`src/sicr_pkg.sv`:
```
// constants shared by the synthesizer config link ends
package sicr_pkg;
  // serial word layout
  localparam int WORD_W = 24;
  localparam int DATA_W = 20;
  localparam int ADDR_W = 4;
  localparam int NREG   = 6;
  // register slots: aux n, ifref, func, xfrac, fast, cntr
  localparam int SLOT_AUXN  = 0;
  localparam int SLOT_IFREF = 1;
  localparam int SLOT_FUNC  = 2;
  localparam int SLOT_XFRAC = 3;
  localparam int SLOT_FAST  = 4;
  localparam int SLOT_CNTR  = 5;
  localparam logic [3:0] SLOT_ADDR [NREG] =
    '{4'h5, 4'h7, 4'h9, 4'hB, 4'hD, 4'hF};
  localparam logic [19:0] SLOT_RESET [NREG] =
    '{20'h00000, 20'h10003, 20'h22C70, 20'h00000, 20'h00000, 20'h00090};
  // optional register defaults
  localparam logic [19:0] XFRAC_DEF  = 20'h00000;
  localparam logic [19:0] FAST_DEF   = 20'h00000;
  localparam logic [19:0] CNTR_DEF   = 20'h00090;
  localparam logic [19:0] FUNC_TYPICAL = 20'h22C70;
  // data field positions (word bit minus four)
  localparam int AUXN_PD_BIT = 19;
  localparam int IFR_LSB  = 0;
  localparam int GAIN_LSB = 12;
  localparam int ACC_LSB  = 16;
  localparam int AUTO_POWERUP_ENABLE_BIT = 19;
  localparam int DITHER_SELECT_LSB = 12;
  localparam int FM_LSB   = 10;
  localparam int DBL_BIT  = 8;
  localparam int OSCO_BIT = 7;
  localparam int IFCPP_BIT = 6;
  localparam int RFCPP_BIT = 5;
  localparam int IFP_BIT  = 4;
  localparam int MUX_LSB  = 0;
  localparam logic [11:0] IFR_MIN   = 12'h003;
  localparam logic [14:0] IFNB_MIN  = 15'h0003;
  localparam logic [14:0] IFNB_FREE = 15'h000F;
  localparam int CPG_STEP_UA = 95;
  localparam logic AUX_PD_RESET = 1'b1;
  // link timing
  localparam int CLK_NS       = 10;
  localparam int LINK_HALF_NS = 80;
  localparam int LINK_HALF_CYC = (LINK_HALF_NS + CLK_NS - 1) / CLK_NS;
  // host register map
  localparam int AXI_AW = 8;
  localparam logic [7:0] A_WORD = 8'h00;
  localparam logic [7:0] A_CTRL = 8'h04;
  localparam logic [7:0] A_STAT = 8'h08;
  localparam logic [1:0] RESP_OK  = 2'h0;
  localparam logic [1:0] RESP_ERR = 2'h2;
  typedef enum logic [1:0] {
    SICR_IDLE  = 2'b00,
    SICR_LOW   = 2'b01,
    SICR_HIGH  = 2'b10,
    SICR_LATCH = 2'b11
  } sicr_st_t;
endpackage

```
`src/sicr_link_if.sv`:
```
// three-wire link plus chip enable between host and device
`timescale 1ns/1ps
interface sicr_link_if;
  logic link_clk;
  logic link_data;
  logic link_latch;
  logic chip_en;
  modport host (output link_clk, output link_data,
                output link_latch, output chip_en);
  modport device (input link_clk, input link_data,
                  input link_latch, input chip_en);
endinterface

```
`src/sicr_host.sv`:
```
// host end: axi4-lite registers driving the serial link
`timescale 1ns/1ps
module sicr_host (
  // clock and reset
  input  wire logic        CLK,
  input  wire logic        RST,
  // axi4-lite write
  input  wire logic [7:0]  AWADDR,
  input  wire logic        AWVALID,
  output logic             AWREADY,
  input  wire logic [31:0] WDATA,
  input  wire logic [3:0]  WSTRB,
  input  wire logic        WVALID,
  output logic             WREADY,
  output logic [1:0]       BRESP,
  output logic             BVALID,
  input  wire logic        BREADY,
  // axi4-lite read
  input  wire logic [7:0]  ARADDR,
  input  wire logic        ARVALID,
  output logic             ARREADY,
  output logic [31:0]      RDATA,
  output logic [1:0]       RRESP,
  output logic             RVALID,
  input  wire logic        RREADY,
  // serial link
  sicr_link_if.host        link
);
  sicr_pkg::sicr_st_t st_reg;
  logic        aw_held;
  logic        w_held;
  logic [7:0]  aw_addr;
  logic [31:0] w_data;
  logic [3:0]  w_strb;
  logic [3:0]  div_cnt;
  logic [4:0]  bit_cnt;
  logic [23:0] tx_reg;
  logic        ce_reg;
  logic        refused_reg;
  logic        prescale16_reg;
  logic [7:0]  sent_mask;

  wire do_wr = aw_held & w_held & ~BVALID;
  wire busy  = (st_reg != sicr_pkg::SICR_IDLE);
  wire tick  = (div_cnt == 4'(sicr_pkg::LINK_HALF_CYC - 1));
  wire [23:0] word = w_data[23:0];
  wire [3:0]  waddr = word[3:0];
  wire [14:0] nb = word[22:8];
  wire [3:0]  na = word[7:4];
  // a partial write of the word register is not a legal word
  wire strb_full = (w_strb[2:0] == 3'h7);
  wire n_bad = prescale16_reg && (nb < sicr_pkg::IFNB_MIN ||
               (nb < sicr_pkg::IFNB_FREE && 15'(na) > nb));
  wire r_bad = (word[15:4] < sicr_pkg::IFR_MIN) | ~word[20];
  wire is_auxn  = (waddr == sicr_pkg::SLOT_ADDR[sicr_pkg::SLOT_AUXN]);
  wire is_ifref = (waddr == sicr_pkg::SLOT_ADDR[sicr_pkg::SLOT_IFREF]);
  wire word_bad = busy | ~strb_full | (is_auxn & n_bad) |
                  (is_ifref & r_bad);
  wire wr_word = do_wr && aw_addr == sicr_pkg::A_WORD;
  wire start   = wr_word & ~word_bad;

  // address and data are taken in either order
  always_ff @(posedge CLK) begin
    if (RST) begin
      aw_held <= 1'b0;
      w_held  <= 1'b0;
      aw_addr <= 8'h00;
      w_data  <= 32'h00000000;
      w_strb  <= 4'h0;
    end else if (do_wr) begin
      aw_held <= 1'b0;
      w_held  <= 1'b0;
    end else begin
      if (AWVALID && AWREADY) begin
        aw_held <= 1'b1;
        aw_addr <= AWADDR;
      end
      if (WVALID && WREADY) begin
        w_held <= 1'b1;
        w_data <= WDATA;
        w_strb <= WSTRB;
      end
    end
  end

  always_ff @(posedge CLK) begin
    if (RST) begin
      AWREADY <= 1'b0;
      WREADY  <= 1'b0;
      BVALID  <= 1'b0;
      BRESP   <= sicr_pkg::RESP_OK;
    end else begin
      AWREADY <= ~aw_held & ~(AWVALID & AWREADY) & ~do_wr;
      WREADY  <= ~w_held & ~(WVALID & WREADY) & ~do_wr;
      if (do_wr) begin
        BVALID <= 1'b1;
        BRESP  <= (aw_addr == sicr_pkg::A_WORD ||
                   aw_addr == sicr_pkg::A_CTRL ||
                   aw_addr == sicr_pkg::A_STAT) ? sicr_pkg::RESP_OK
                                                : sicr_pkg::RESP_ERR;
      end else if (BREADY) begin
        BVALID <= 1'b0;
      end
    end
  end

  // status: refused flag is sticky, set wins over a write-one clear
  always_ff @(posedge CLK) begin
    if (RST) begin
      ce_reg      <= 1'b0;
      refused_reg <= 1'b0;
    end else begin
      if (do_wr && aw_addr == sicr_pkg::A_CTRL && w_strb[0]) begin
        ce_reg <= w_data[0];
      end
      if (wr_word && word_bad) begin
        refused_reg <= 1'b1;
      end else if (do_wr && aw_addr == sicr_pkg::A_STAT &&
                   w_strb[0] && w_data[1]) begin
        refused_reg <= 1'b0;
      end
    end
  end

  // first four words are mandatory; mask shows which went out
  always_ff @(posedge CLK) begin
    if (RST) begin
      sent_mask      <= 8'h00;
      prescale16_reg <= sicr_pkg::FUNC_TYPICAL[sicr_pkg::IFP_BIT];
    end else if (start) begin
      sent_mask[waddr[0] ? waddr[3:1] : 3'h0] <= 1'b1;
      if (waddr == sicr_pkg::SLOT_ADDR[sicr_pkg::SLOT_FUNC]) begin
        prescale16_reg <= word[4 + sicr_pkg::IFP_BIT];
      end
    end
  end

  always_ff @(posedge CLK) begin
    if (RST) begin
      ARREADY <= 1'b0;
      RVALID  <= 1'b0;
      RDATA   <= 32'h00000000;
      RRESP   <= sicr_pkg::RESP_OK;
    end else if (ARVALID && ARREADY) begin
      ARREADY <= 1'b0;
      RVALID  <= 1'b1;
      RRESP   <= sicr_pkg::RESP_OK;
      unique case (ARADDR)
        sicr_pkg::A_WORD: RDATA <= {8'h00, tx_reg};
        sicr_pkg::A_CTRL: RDATA <= {31'h00000000, ce_reg};
        sicr_pkg::A_STAT:
          RDATA <= {16'h0000, sent_mask, 6'h00, refused_reg, busy};
        default: begin
          RDATA <= 32'h00000000;
          RRESP <= sicr_pkg::RESP_ERR;
        end
      endcase
    end else if (RVALID) begin
      if (RREADY) begin
        RVALID <= 1'b0;
      end
    end else begin
      ARREADY <= 1'b1;
    end
  end

  // half-period enable for the link clock
  always_ff @(posedge CLK) begin
    if (RST || start) begin
      div_cnt <= 4'h0;
    end else if (tick) begin
      div_cnt <= 4'h0;
    end else begin
      div_cnt <= div_cnt + 4'h1;
    end
  end

  // data changes on the falling edge, device samples on the rise
  always_ff @(posedge CLK) begin
    if (RST) begin
      st_reg          <= sicr_pkg::SICR_IDLE;
      tx_reg          <= 24'h000000;
      bit_cnt         <= 5'h00;
      link.link_clk   <= 1'b0;
      link.link_data  <= 1'b0;
      link.link_latch <= 1'b0;
    end else begin
      unique case (st_reg)
        sicr_pkg::SICR_IDLE: if (start) begin
          tx_reg         <= word;
          link.link_data <= word[23];
          bit_cnt        <= 5'h00;
          st_reg         <= sicr_pkg::SICR_LOW;
        end
        sicr_pkg::SICR_LOW: if (tick) begin
          link.link_clk <= 1'b1;
          st_reg        <= sicr_pkg::SICR_HIGH;
        end
        sicr_pkg::SICR_HIGH: if (tick) begin
          link.link_clk <= 1'b0;
          bit_cnt       <= bit_cnt + 5'h01;
          if (bit_cnt == 5'(sicr_pkg::WORD_W - 1)) begin
            link.link_latch <= 1'b1;
            st_reg          <= sicr_pkg::SICR_LATCH;
          end else begin
            tx_reg         <= {tx_reg[22:0], 1'b0};
            link.link_data <= tx_reg[22];
            st_reg         <= sicr_pkg::SICR_LOW;
          end
        end
        sicr_pkg::SICR_LATCH: if (tick) begin
          link.link_latch <= 1'b0;
          st_reg          <= sicr_pkg::SICR_IDLE;
        end
      endcase
    end
  end

  always_ff @(posedge CLK) begin
    if (RST) begin
      link.chip_en <= 1'b0;
    end else begin
      link.chip_en <= ce_reg;
    end
  end
endmodule

```
`src/flat_wrapper.sv`:
```
// flat-port wrapper written by rule: the top's interface ports become plain ports
module sicr_host_flat 
  (CLK, RST, AWADDR, AWVALID, AWREADY, WDATA, WSTRB, WVALID, WREADY, BRESP, BVALID, BREADY, ARADDR, ARVALID, ARREADY, RDATA, RRESP, RVALID, RREADY, link_link_clk, link_link_data, link_link_latch, link_chip_en);
  sicr_link_if link_i ();
  input  wire logic CLK;
  input  wire logic RST;
  input  wire logic [7:0] AWADDR;
  input  wire logic AWVALID;
  output logic AWREADY;
  input  wire logic [31:0] WDATA;
  input  wire logic [3:0] WSTRB;
  input  wire logic WVALID;
  output logic WREADY;
  output logic [1:0] BRESP;
  output logic BVALID;
  input  wire logic BREADY;
  input  wire logic [7:0] ARADDR;
  input  wire logic ARVALID;
  output logic ARREADY;
  output logic [31:0] RDATA;
  output logic [1:0] RRESP;
  output logic RVALID;
  input  wire logic RREADY;
  output wire logic [$bits(link_i.link_clk)-1:0] link_link_clk;
  output wire logic [$bits(link_i.link_data)-1:0] link_link_data;
  output wire logic [$bits(link_i.link_latch)-1:0] link_link_latch;
  output wire logic [$bits(link_i.chip_en)-1:0] link_chip_en;
  assign link_link_clk = link_i.link_clk;
  assign link_link_data = link_i.link_data;
  assign link_link_latch = link_i.link_latch;
  assign link_chip_en = link_i.chip_en;
  sicr_host u_core (.CLK(CLK), .RST(RST), .AWADDR(AWADDR), .AWVALID(AWVALID), .AWREADY(AWREADY), .WDATA(WDATA), .WSTRB(WSTRB), .WVALID(WVALID), .WREADY(WREADY), .BRESP(BRESP), .BVALID(BVALID), .BREADY(BREADY), .ARADDR(ARADDR), .ARVALID(ARVALID), .ARREADY(ARREADY), .RDATA(RDATA), .RRESP(RRESP), .RVALID(RVALID), .RREADY(RREADY), .link(link_i));
endmodule
```
`config.mk`:
```
export PLATFORM = sky130hd
export DESIGN_NAME = sicr_host_flat
export DESIGN_NICKNAME = d
export VERILOG_FILES = /design/src/sicr_pkg.sv /design/src/sicr_link_if.sv /design/src/sicr_host.sv /design/src/flat_wrapper.sv
export SDC_FILE = /design/constraint.sdc
export NUM_CORES = 1
export LEC_CHECK = 0
export BUFFER_PORTS_ARGS = -buffer_cell sky130_fd_sc_hd__buf_2
export CAP_MARGIN = 20
export CORE_ASPECT_RATIO = 0.7
export CORE_MARGIN = 2
export CORE_UTILIZATION = 49
export CTS_CLUSTER_DIAMETER = 80
export DETAILED_ROUTE_END_ITERATION = 8
export MAX_ROUTING_LAYER = met4
export PLACE_DENSITY = 0.75
export REMOVE_ABC_BUFFERS = 1
export SYNTH_ARGS = -nofsm -noshare
export SYNTH_HDL_FRONTEND = slang
export SYNTH_SLANG_ARGS = --single-unit
```
`constraint.sdc`:
```
create_clock -name CLK -period 2.2 [get_ports CLK]
set_clock_uncertainty 0.05 [all_clocks]
set_input_delay 0.44 -clock CLK [delete_from_list [all_inputs] [get_ports CLK]]
set_output_delay 0.44 -clock CLK [all_outputs]
set_load 0.005 [all_outputs]
```
* Word-level counts from Yosys, hierarchy flattened
Index checks and enable logic that the tools add are counted.
** Word-level totals
- Flip-flop bits (word level) :: 128
- Latch bits :: 0
- Memory bits (writable) :: 0
- Bits in read-only memories :: 0
- Bits of input ports :: 59
- Logic and storage cells :: 151
- Memories :: 0
** Cells by class
- $add $sub $neg :: 2
- Multipliers :: 0
- Div/mod/pow operators :: 0
- $lt $le $gt $ge :: 6
- Eq/ne operators :: 19
- Shift operators :: 0
- Multiplexer cells :: 36
- Bitwise operators :: 25
- Reductions and logical operators :: 38
** Operator list (number)
- 24-bit 2-to-1 mux :: 3
- 24-bit one-hot mux with 3 select lines :: 1
- 24-bit one-hot mux with 2 select lines :: 1
- 8-bit by 3-bit == test with 1-bit output (second input constant) :: 2
- 8-bit by 4-bit == test with 1-bit output (second input constant) :: 2
- 8-bit logical NOT :: 2
- 4-bit by 15-bit greater-than comparator with 1-bit output :: 1
- 15-bit by 2-bit less-than comparator with 1-bit output (second input constant) :: 1
- 15-bit by 4-bit less-than comparator with 1-bit output (second input constant) :: 1
- 1-bit 2-to-1 mux :: 15
- 2-bit 2-to-1 mux :: 7
- 1-bit logical AND :: 13
- 4-bit by 3-bit == test with 1-bit output (second input constant) :: 3
- 12-bit by 2-bit less-than comparator with 1-bit output (second input constant) :: 1
- 4-bit AND reduction :: 3
- 2-bit nonzero test :: 6
- 1-bit bitwise AND :: 11
- 5-bit 2-to-1 mux :: 2
- 2-bit by 1-bit inequality test with 1-bit output (second input constant) :: 5
- 5-bit one-hot mux with 2 select lines :: 1
- 1-bit inverter :: 9
- 8-bit bitwise OR :: 1
- 2-bit one-hot mux with 4 select lines :: 1
- 1-bit one-hot mux with 2 select lines :: 3
- 19 further kinds :: 31

* Longest topological paths before layout
- Word-level depth :: 11
- Mapped depth :: 11
- Mapped depth without buffers :: 9

* Least setup slack after synthesis
No wires, ideal clock.
- Path type :: reg-to-reg
- From :: reg u_core.w_data[15]
- To :: reg u_core.tx_reg[11]
- Library setup time :: 0.087 ns
- Arrival time :: 2.002 ns
- Data required time :: 2.063 ns
- Setup slack :: 0.061 ns
- Stages on the path, launching flop included :: 8
- Cell sequence :: dfxtp_1 > or4_1 > and4bb_1 > o2111ai_2 > a41o_1 > buf_2 > buf_6 > a221oi_2
** On the way
- Longest elaborated chain between the ends :: 11
** RTL lines
- from (decl) :: RTL line sicr_host.sv:33 : logic [31:0] w_data;
- from (signal assigned) :: RTL line sicr_host.sv:68 : w_data <= 32'h00000000;
- from (signal assigned) :: RTL line sicr_host.sv:80 : w_data <= WDATA;
- 15-bit by 4-bit less-than comparator with 1-bit output / 4-bit by 15-bit greater-than comparator with 1-bit output (equally long branches) :: RTL line sicr_host.sv:53 : (nb < sicr_pkg::IFNB_FREE && 15'(na) > nb));
- 1-bit logical AND :: RTL line sicr_host.sv:53
- 1-bit logical OR :: RTL line sicr_host.sv:52 : wire n_bad = prescale16_reg && (nb < sicr_pkg::IFNB_MIN ||
- 1-bit logical AND :: RTL line sicr_host.sv:52
- 1-bit bitwise AND :: RTL line sicr_host.sv:57 : wire word_bad = busy | ~strb_full | (is_auxn & n_bad) |
- 1-bit bitwise OR :: RTL line sicr_host.sv:57
- 1-bit bitwise OR (*) :: RTL line sicr_host.sv:57
- 1-bit inverter (*) :: RTL line sicr_host.sv:60 : wire start = wr_word & ~word_bad;
- 1-bit bitwise AND (*) :: RTL line sicr_host.sv:60
- 2-bit by 1-bit inequality test with 1-bit output (no source line) (*)
- 4-bit AND reduction (no source line) (*)
- to (signal assigned) :: RTL line sicr_host.sv:190 : tx_reg <= word;
- to (signal assigned) :: RTL line sicr_host.sv:206 : tx_reg <= {tx_reg[22:0], 1'b0};
- to (decl) :: RTL line sicr_host.sv:37 : logic [23:0] tx_reg;
Mark *: on every way between the ends. The rest lies on a longest branch, timed or not.
A chain may end at the register's enable or synchronous reset.

* Worst setup path in the final report
- From :: reg u_core.w_data[17]
- To :: reg u_core.tx_reg[13]
** On the way
- Longest elaborated chain between the ends :: 11
** RTL lines (RTL line)
- 15-bit by 4-bit less-than comparator with 1-bit output / 4-bit by 15-bit greater-than comparator with 1-bit output (equally long branches) :: sicr_host.sv:53
- 1-bit logical AND :: sicr_host.sv:53
- 1-bit logical OR (*) :: sicr_host.sv:52
- 1-bit logical AND (*) :: sicr_host.sv:52
- 1-bit bitwise AND (*) :: sicr_host.sv:57
- 1-bit bitwise OR (*) (2 in a row) :: sicr_host.sv:57
- 1-bit inverter (*) :: sicr_host.sv:60
- 1-bit bitwise AND (*) :: sicr_host.sv:60
- 2-bit by 1-bit inequality test with 1-bit output (no source line) (*)
- 4-bit AND reduction (no source line) (*)
Marked as above.

==> impl_summary.md <==
Run status
The flow ran to the end, but the final reports show violations. The final reports fail on negative setup slack.

Final layout
The post-route cell area is 6560 um^2. The antenna diode count is 0. After filler insertion, the fill cell instance count of the layout stands at 800. The fraction of final layout cells with drive strength greater than 1 is 0.299. For this run, the share of the core covered by cells in the final layout is 0.667. The number of nets in the finished design is 755. The final cell count without fillers is approximately 830. From synthesis to final layout, the design area changed by 31.0%.

Hold path
The worst hold path was traced through 3 stages. The path class of the tightest hold or removal check is in -> reg.

STA
Hold is met by 203 ps. The worst max-slew margin expressed relative to the limit is 0.319. The final critical-path required period is roughly 2200 ps.

Setup violations remaining at the end of the flow were counted as 25. The hold violation count in the final report is 0. For the final routed database, the setup TNS stands at -457 ps. Setup repair after global routing could not meet its margin everywhere. The final count of pins violating max slew is 0.

For this run, the top clock speed supported by timing is around 450 MHz. Of the available clock period, the critical path in the final layout requires 1.02. After layout, the worst setup slack is -33.1 ps. The measured slew at the worst slew-check pin is just over 1000 ps.

Critical path
The maximum fanout along the worst path is 11. The element type at the critical path end is a register. The required time at the worst-slack endpoint is 2490 ps.

The critical path arrival is 2520 ps. The slowest stage of the critical path belongs to the cell sky130_fd_sc_hd__or4_4. The critical path is of the reg -> reg type. The register-to-register setup slack is -30 ps.

Walking the worst path, the cells encountered are or4_4 -> and4bb_1 -> o2111ai_4 -> a41o_4 -> buf_16 -> a221oi_2. The critical path runs through a total of 6 cells. Counting both buffers and inverters, the worst setup path holds a total of 1.

Grouping stages by cell kind, the critical path spends the most delay in simple AND/OR/NAND/NOR gates. The delay contributed by the slowest stage of the critical path is around 560 ps. The type of element launching the critical path is a register. The number of cell instances on the worst register-to-register path is 6.

Clock tree
For the worst-skew pair, the clock arrives at the later sink with an insertion delay of 420 ps. TritonCTS built the clock tree. The cell sitting at the root of the clock tree is a sky130_fd_sc_hd__clkbuf_16. The number of clock buffers added by TritonCTS is 17. No sink is reached through more buffers than the 2 on the longest clock path. The CTS H-tree depth is 4. Clock tree synthesis found a total of about 120 sinks. Clock-pin slew was measured on the worst setup and hold paths at about 60 ps.

Drt
The total detailed-routing wirelength is between 10000 and 15000 um. Dividing the detail-routed wire length by the instance count gives roughly 17 um. The number of design rule violations left after detail routing is 0. The remaining antenna violation count after routing is 0.

Using the TritonRoute via totals, the vias-per-cell ratio works out to between 5 and 6. In this run, the number of DRC markers left after iteration 0 of detailed routing was between 300 and 400. The first TritonRoute pass finished after 8 iterations. The detailed router placed 4664 vias in this run.

GRT
The pin count of the biggest net entering global routing is 70. The initial antenna violation count is 0. After global routing the overflow that remains totals 0. The via count of the first global-routing pass is 4435. For this run, the total global-route usage over all layers was measured as 0.256.

The first-pass GRT wire length is about 22000 um.

Pwr
The total power draw is approximately 5.4 mW. The internal portion of total power is 4.15 mW. The combinational fraction of design power is 0.066. The power density normalized to cell area is 822 nW/um^2. For this design the static power due to leakage is roughly 2.5 nW. The part of the power in the clock network is 0.523. For this design the total switching power over the nets is about 1.2 mW. The sequential share of power is 0.410. Of the total power, the share spent switching nets is 0.230. The worst-case vdd ir drop is 0.520 mV.

Logic synthesis
The count of flip-flops with a built-in enable after synthesis is 0. For this run, the number of Yosys warnings is 0. The synthesized flop and latch total is ~120. The synthesized instance count is ~590. By count the netlist is led by 117 x sky130_fd_sc_hd__dfxtp_1, 98 x sky130_fd_sc_hd__nand2_1, 60 x sky130_fd_sc_hd__nor2_1. The top-area cell type share of the netlist area is 0.468.

The cell type with the highest aggregate area in the netlist is sky130_fd_sc_hd__dfxtp_1. The mean post-synth cell area is approximately 8.5 um^2. Ranked by total cell area, the synthesized netlist is headed by sky130_fd_sc_hd__dfxtp_1 47%, sky130_fd_sc_hd__nand2_1 7.3%, sky130_fd_sc_hd__a221oi_2 5.7%. Of the synthesized area, sequential elements account for 0.468. Yosys instantiated no cell more often than sky130_fd_sc_hd__dfxtp_1.

The post-synthesis instance area is 5010 um^2. The post-synthesis cell type count is 56. The main flop type after synthesis is sky130_fd_sc_hd__dfxtp_1. Of all flip-flops after synthesis, the portion carrying an async set or reset was 0.

Job
Across the run, the number of max-cap violations was 0.

Place
Once placement finished, the instance area stood at between 5000 and 6000 um^2. The setup slack after placement is -120 ps. The instance count after placement with tap cells included is between 700 and 800. Buffers placed on the I/O ports in this run total 84. The weighted congestion at the end of routability-driven global placement is 0.879.

Detailed placement ended at an HPWL of roughly 9000 um.

Floorplan
In this run the standard cell core region covers 9830 um^2. The number of standard-cell rows in the floorplan is 30. Pin placement for this block handled 104 I/O pins.

The initial utilization of the core area, before any placement, comes to 0.509. The floorplan step defined a die boundary enclosing ~11000 um^2. The vertical die dimension is ~90 um. The die is about 120 um wide.
## power by group through the flow
stage	logic, mW	registers (mW)	clock network [mW]
6_report	0.358	2.21	2.82
2_1_floorplan	0.158	2.25	0
3_5_place_dp	0.326	2.25	0
4_1_cts	0.349	2.21	2.83
5_1_grt	0.394	2.22	2.93
3_3_place_gp	0.314	2.25	0
## layout by cell type, fill, tap and decap left out, types with 7 or more instances in the layout
cell                        instances
sky130_fd_sc_hd__a21oi_2            7
sky130_fd_sc_hd__a221oi_2          23
sky130_fd_sc_hd__nor3_1             8
sky130_fd_sc_hd__a22oi_1            9
sky130_fd_sc_hd__nand2_1           98
sky130_fd_sc_hd__buf_4             31
sky130_fd_sc_hd__conb_1            10
sky130_fd_sc_hd__inv_1             32
sky130_fd_sc_hd__a22o_1            14
sky130_fd_sc_hd__nor2_1            59
sky130_fd_sc_hd__mux2i_1           11
sky130_fd_sc_hd__nand3_1            8
sky130_fd_sc_hd__o21ai_0           33
sky130_fd_sc_hd__dfxtp_1          114
sky130_fd_sc_hd__buf_2             84
sky130_fd_sc_hd__a21oi_1           40
sky130_fd_sc_hd__clkbuf_16         17
## area by class of cell
class / count / area, um^2 / share of cell area
Inverter: 33 / 124 / 0.0189
Clock buffer: 19 / 453 / 0.0690
Tap cell: 128 / 160 / 0.0244
Timing Repair Buffer: 126 / 831 / 0.127
Clock inverter: 13 / 155 / 0.0237
Multi-Input combinational cell: 395 / 2490 / 0.380
Sequential cell: 117 / 2350 / 0.358
## what timing repair did
item,in CTS,in global routing
pin swaps,11,17
gates cloned,2,0
endpoints found under the setup margin,39,34
buffers inserted,1,4
resized for setup,26,17
hold buffers,0,0
## final timing paths
check                                          from                  end
worst min-delay path                      WDATA[23]    u_core.w_data[23]
worst max register to register    u_core.w_data[17]    u_core.tx_reg[13]
worst min register to register  u_core.sent_mask[4]  u_core.sent_mask[4]
worst max-delay path              u_core.w_data[17]    u_core.tx_reg[13]
## layer usage
layer / GRT usage / part of all wire / up-vias
li1: - / - / 2247
met1: 0.325 / 0.44 / 2188
met2: 0.396 / 0.45 / 199
met3: 0.0629 / 0.085 / 30
met4: 0.109 / 0.020 / 0
met5: - / 0 / -
## cells by family after synthesis
kind of cell | synth area share
and+or+nand+nor | 0.190
AOI/OAI and AO/OA | 0.226
DFF | 0.468
buffers and inverters | 0.0755
muxes | 0.0220
adders and majority gates | 0.0150
xor gates and xnor gates | 0.00350
other | 0.000749
## worst register-to-register path, stage by stage, from the launching register on
cell and delay, ps:
sky130_fd_sc_hd__dfxtp_2 320, sky130_fd_sc_hd__or4_4 560, sky130_fd_sc_hd__and4bb_1 340, sky130_fd_sc_hd__o2111ai_4 150
sky130_fd_sc_hd__a41o_4 320, sky130_fd_sc_hd__buf_16 180, sky130_fd_sc_hd__a221oi_2 230
Power figures use the tool's default switching activity.
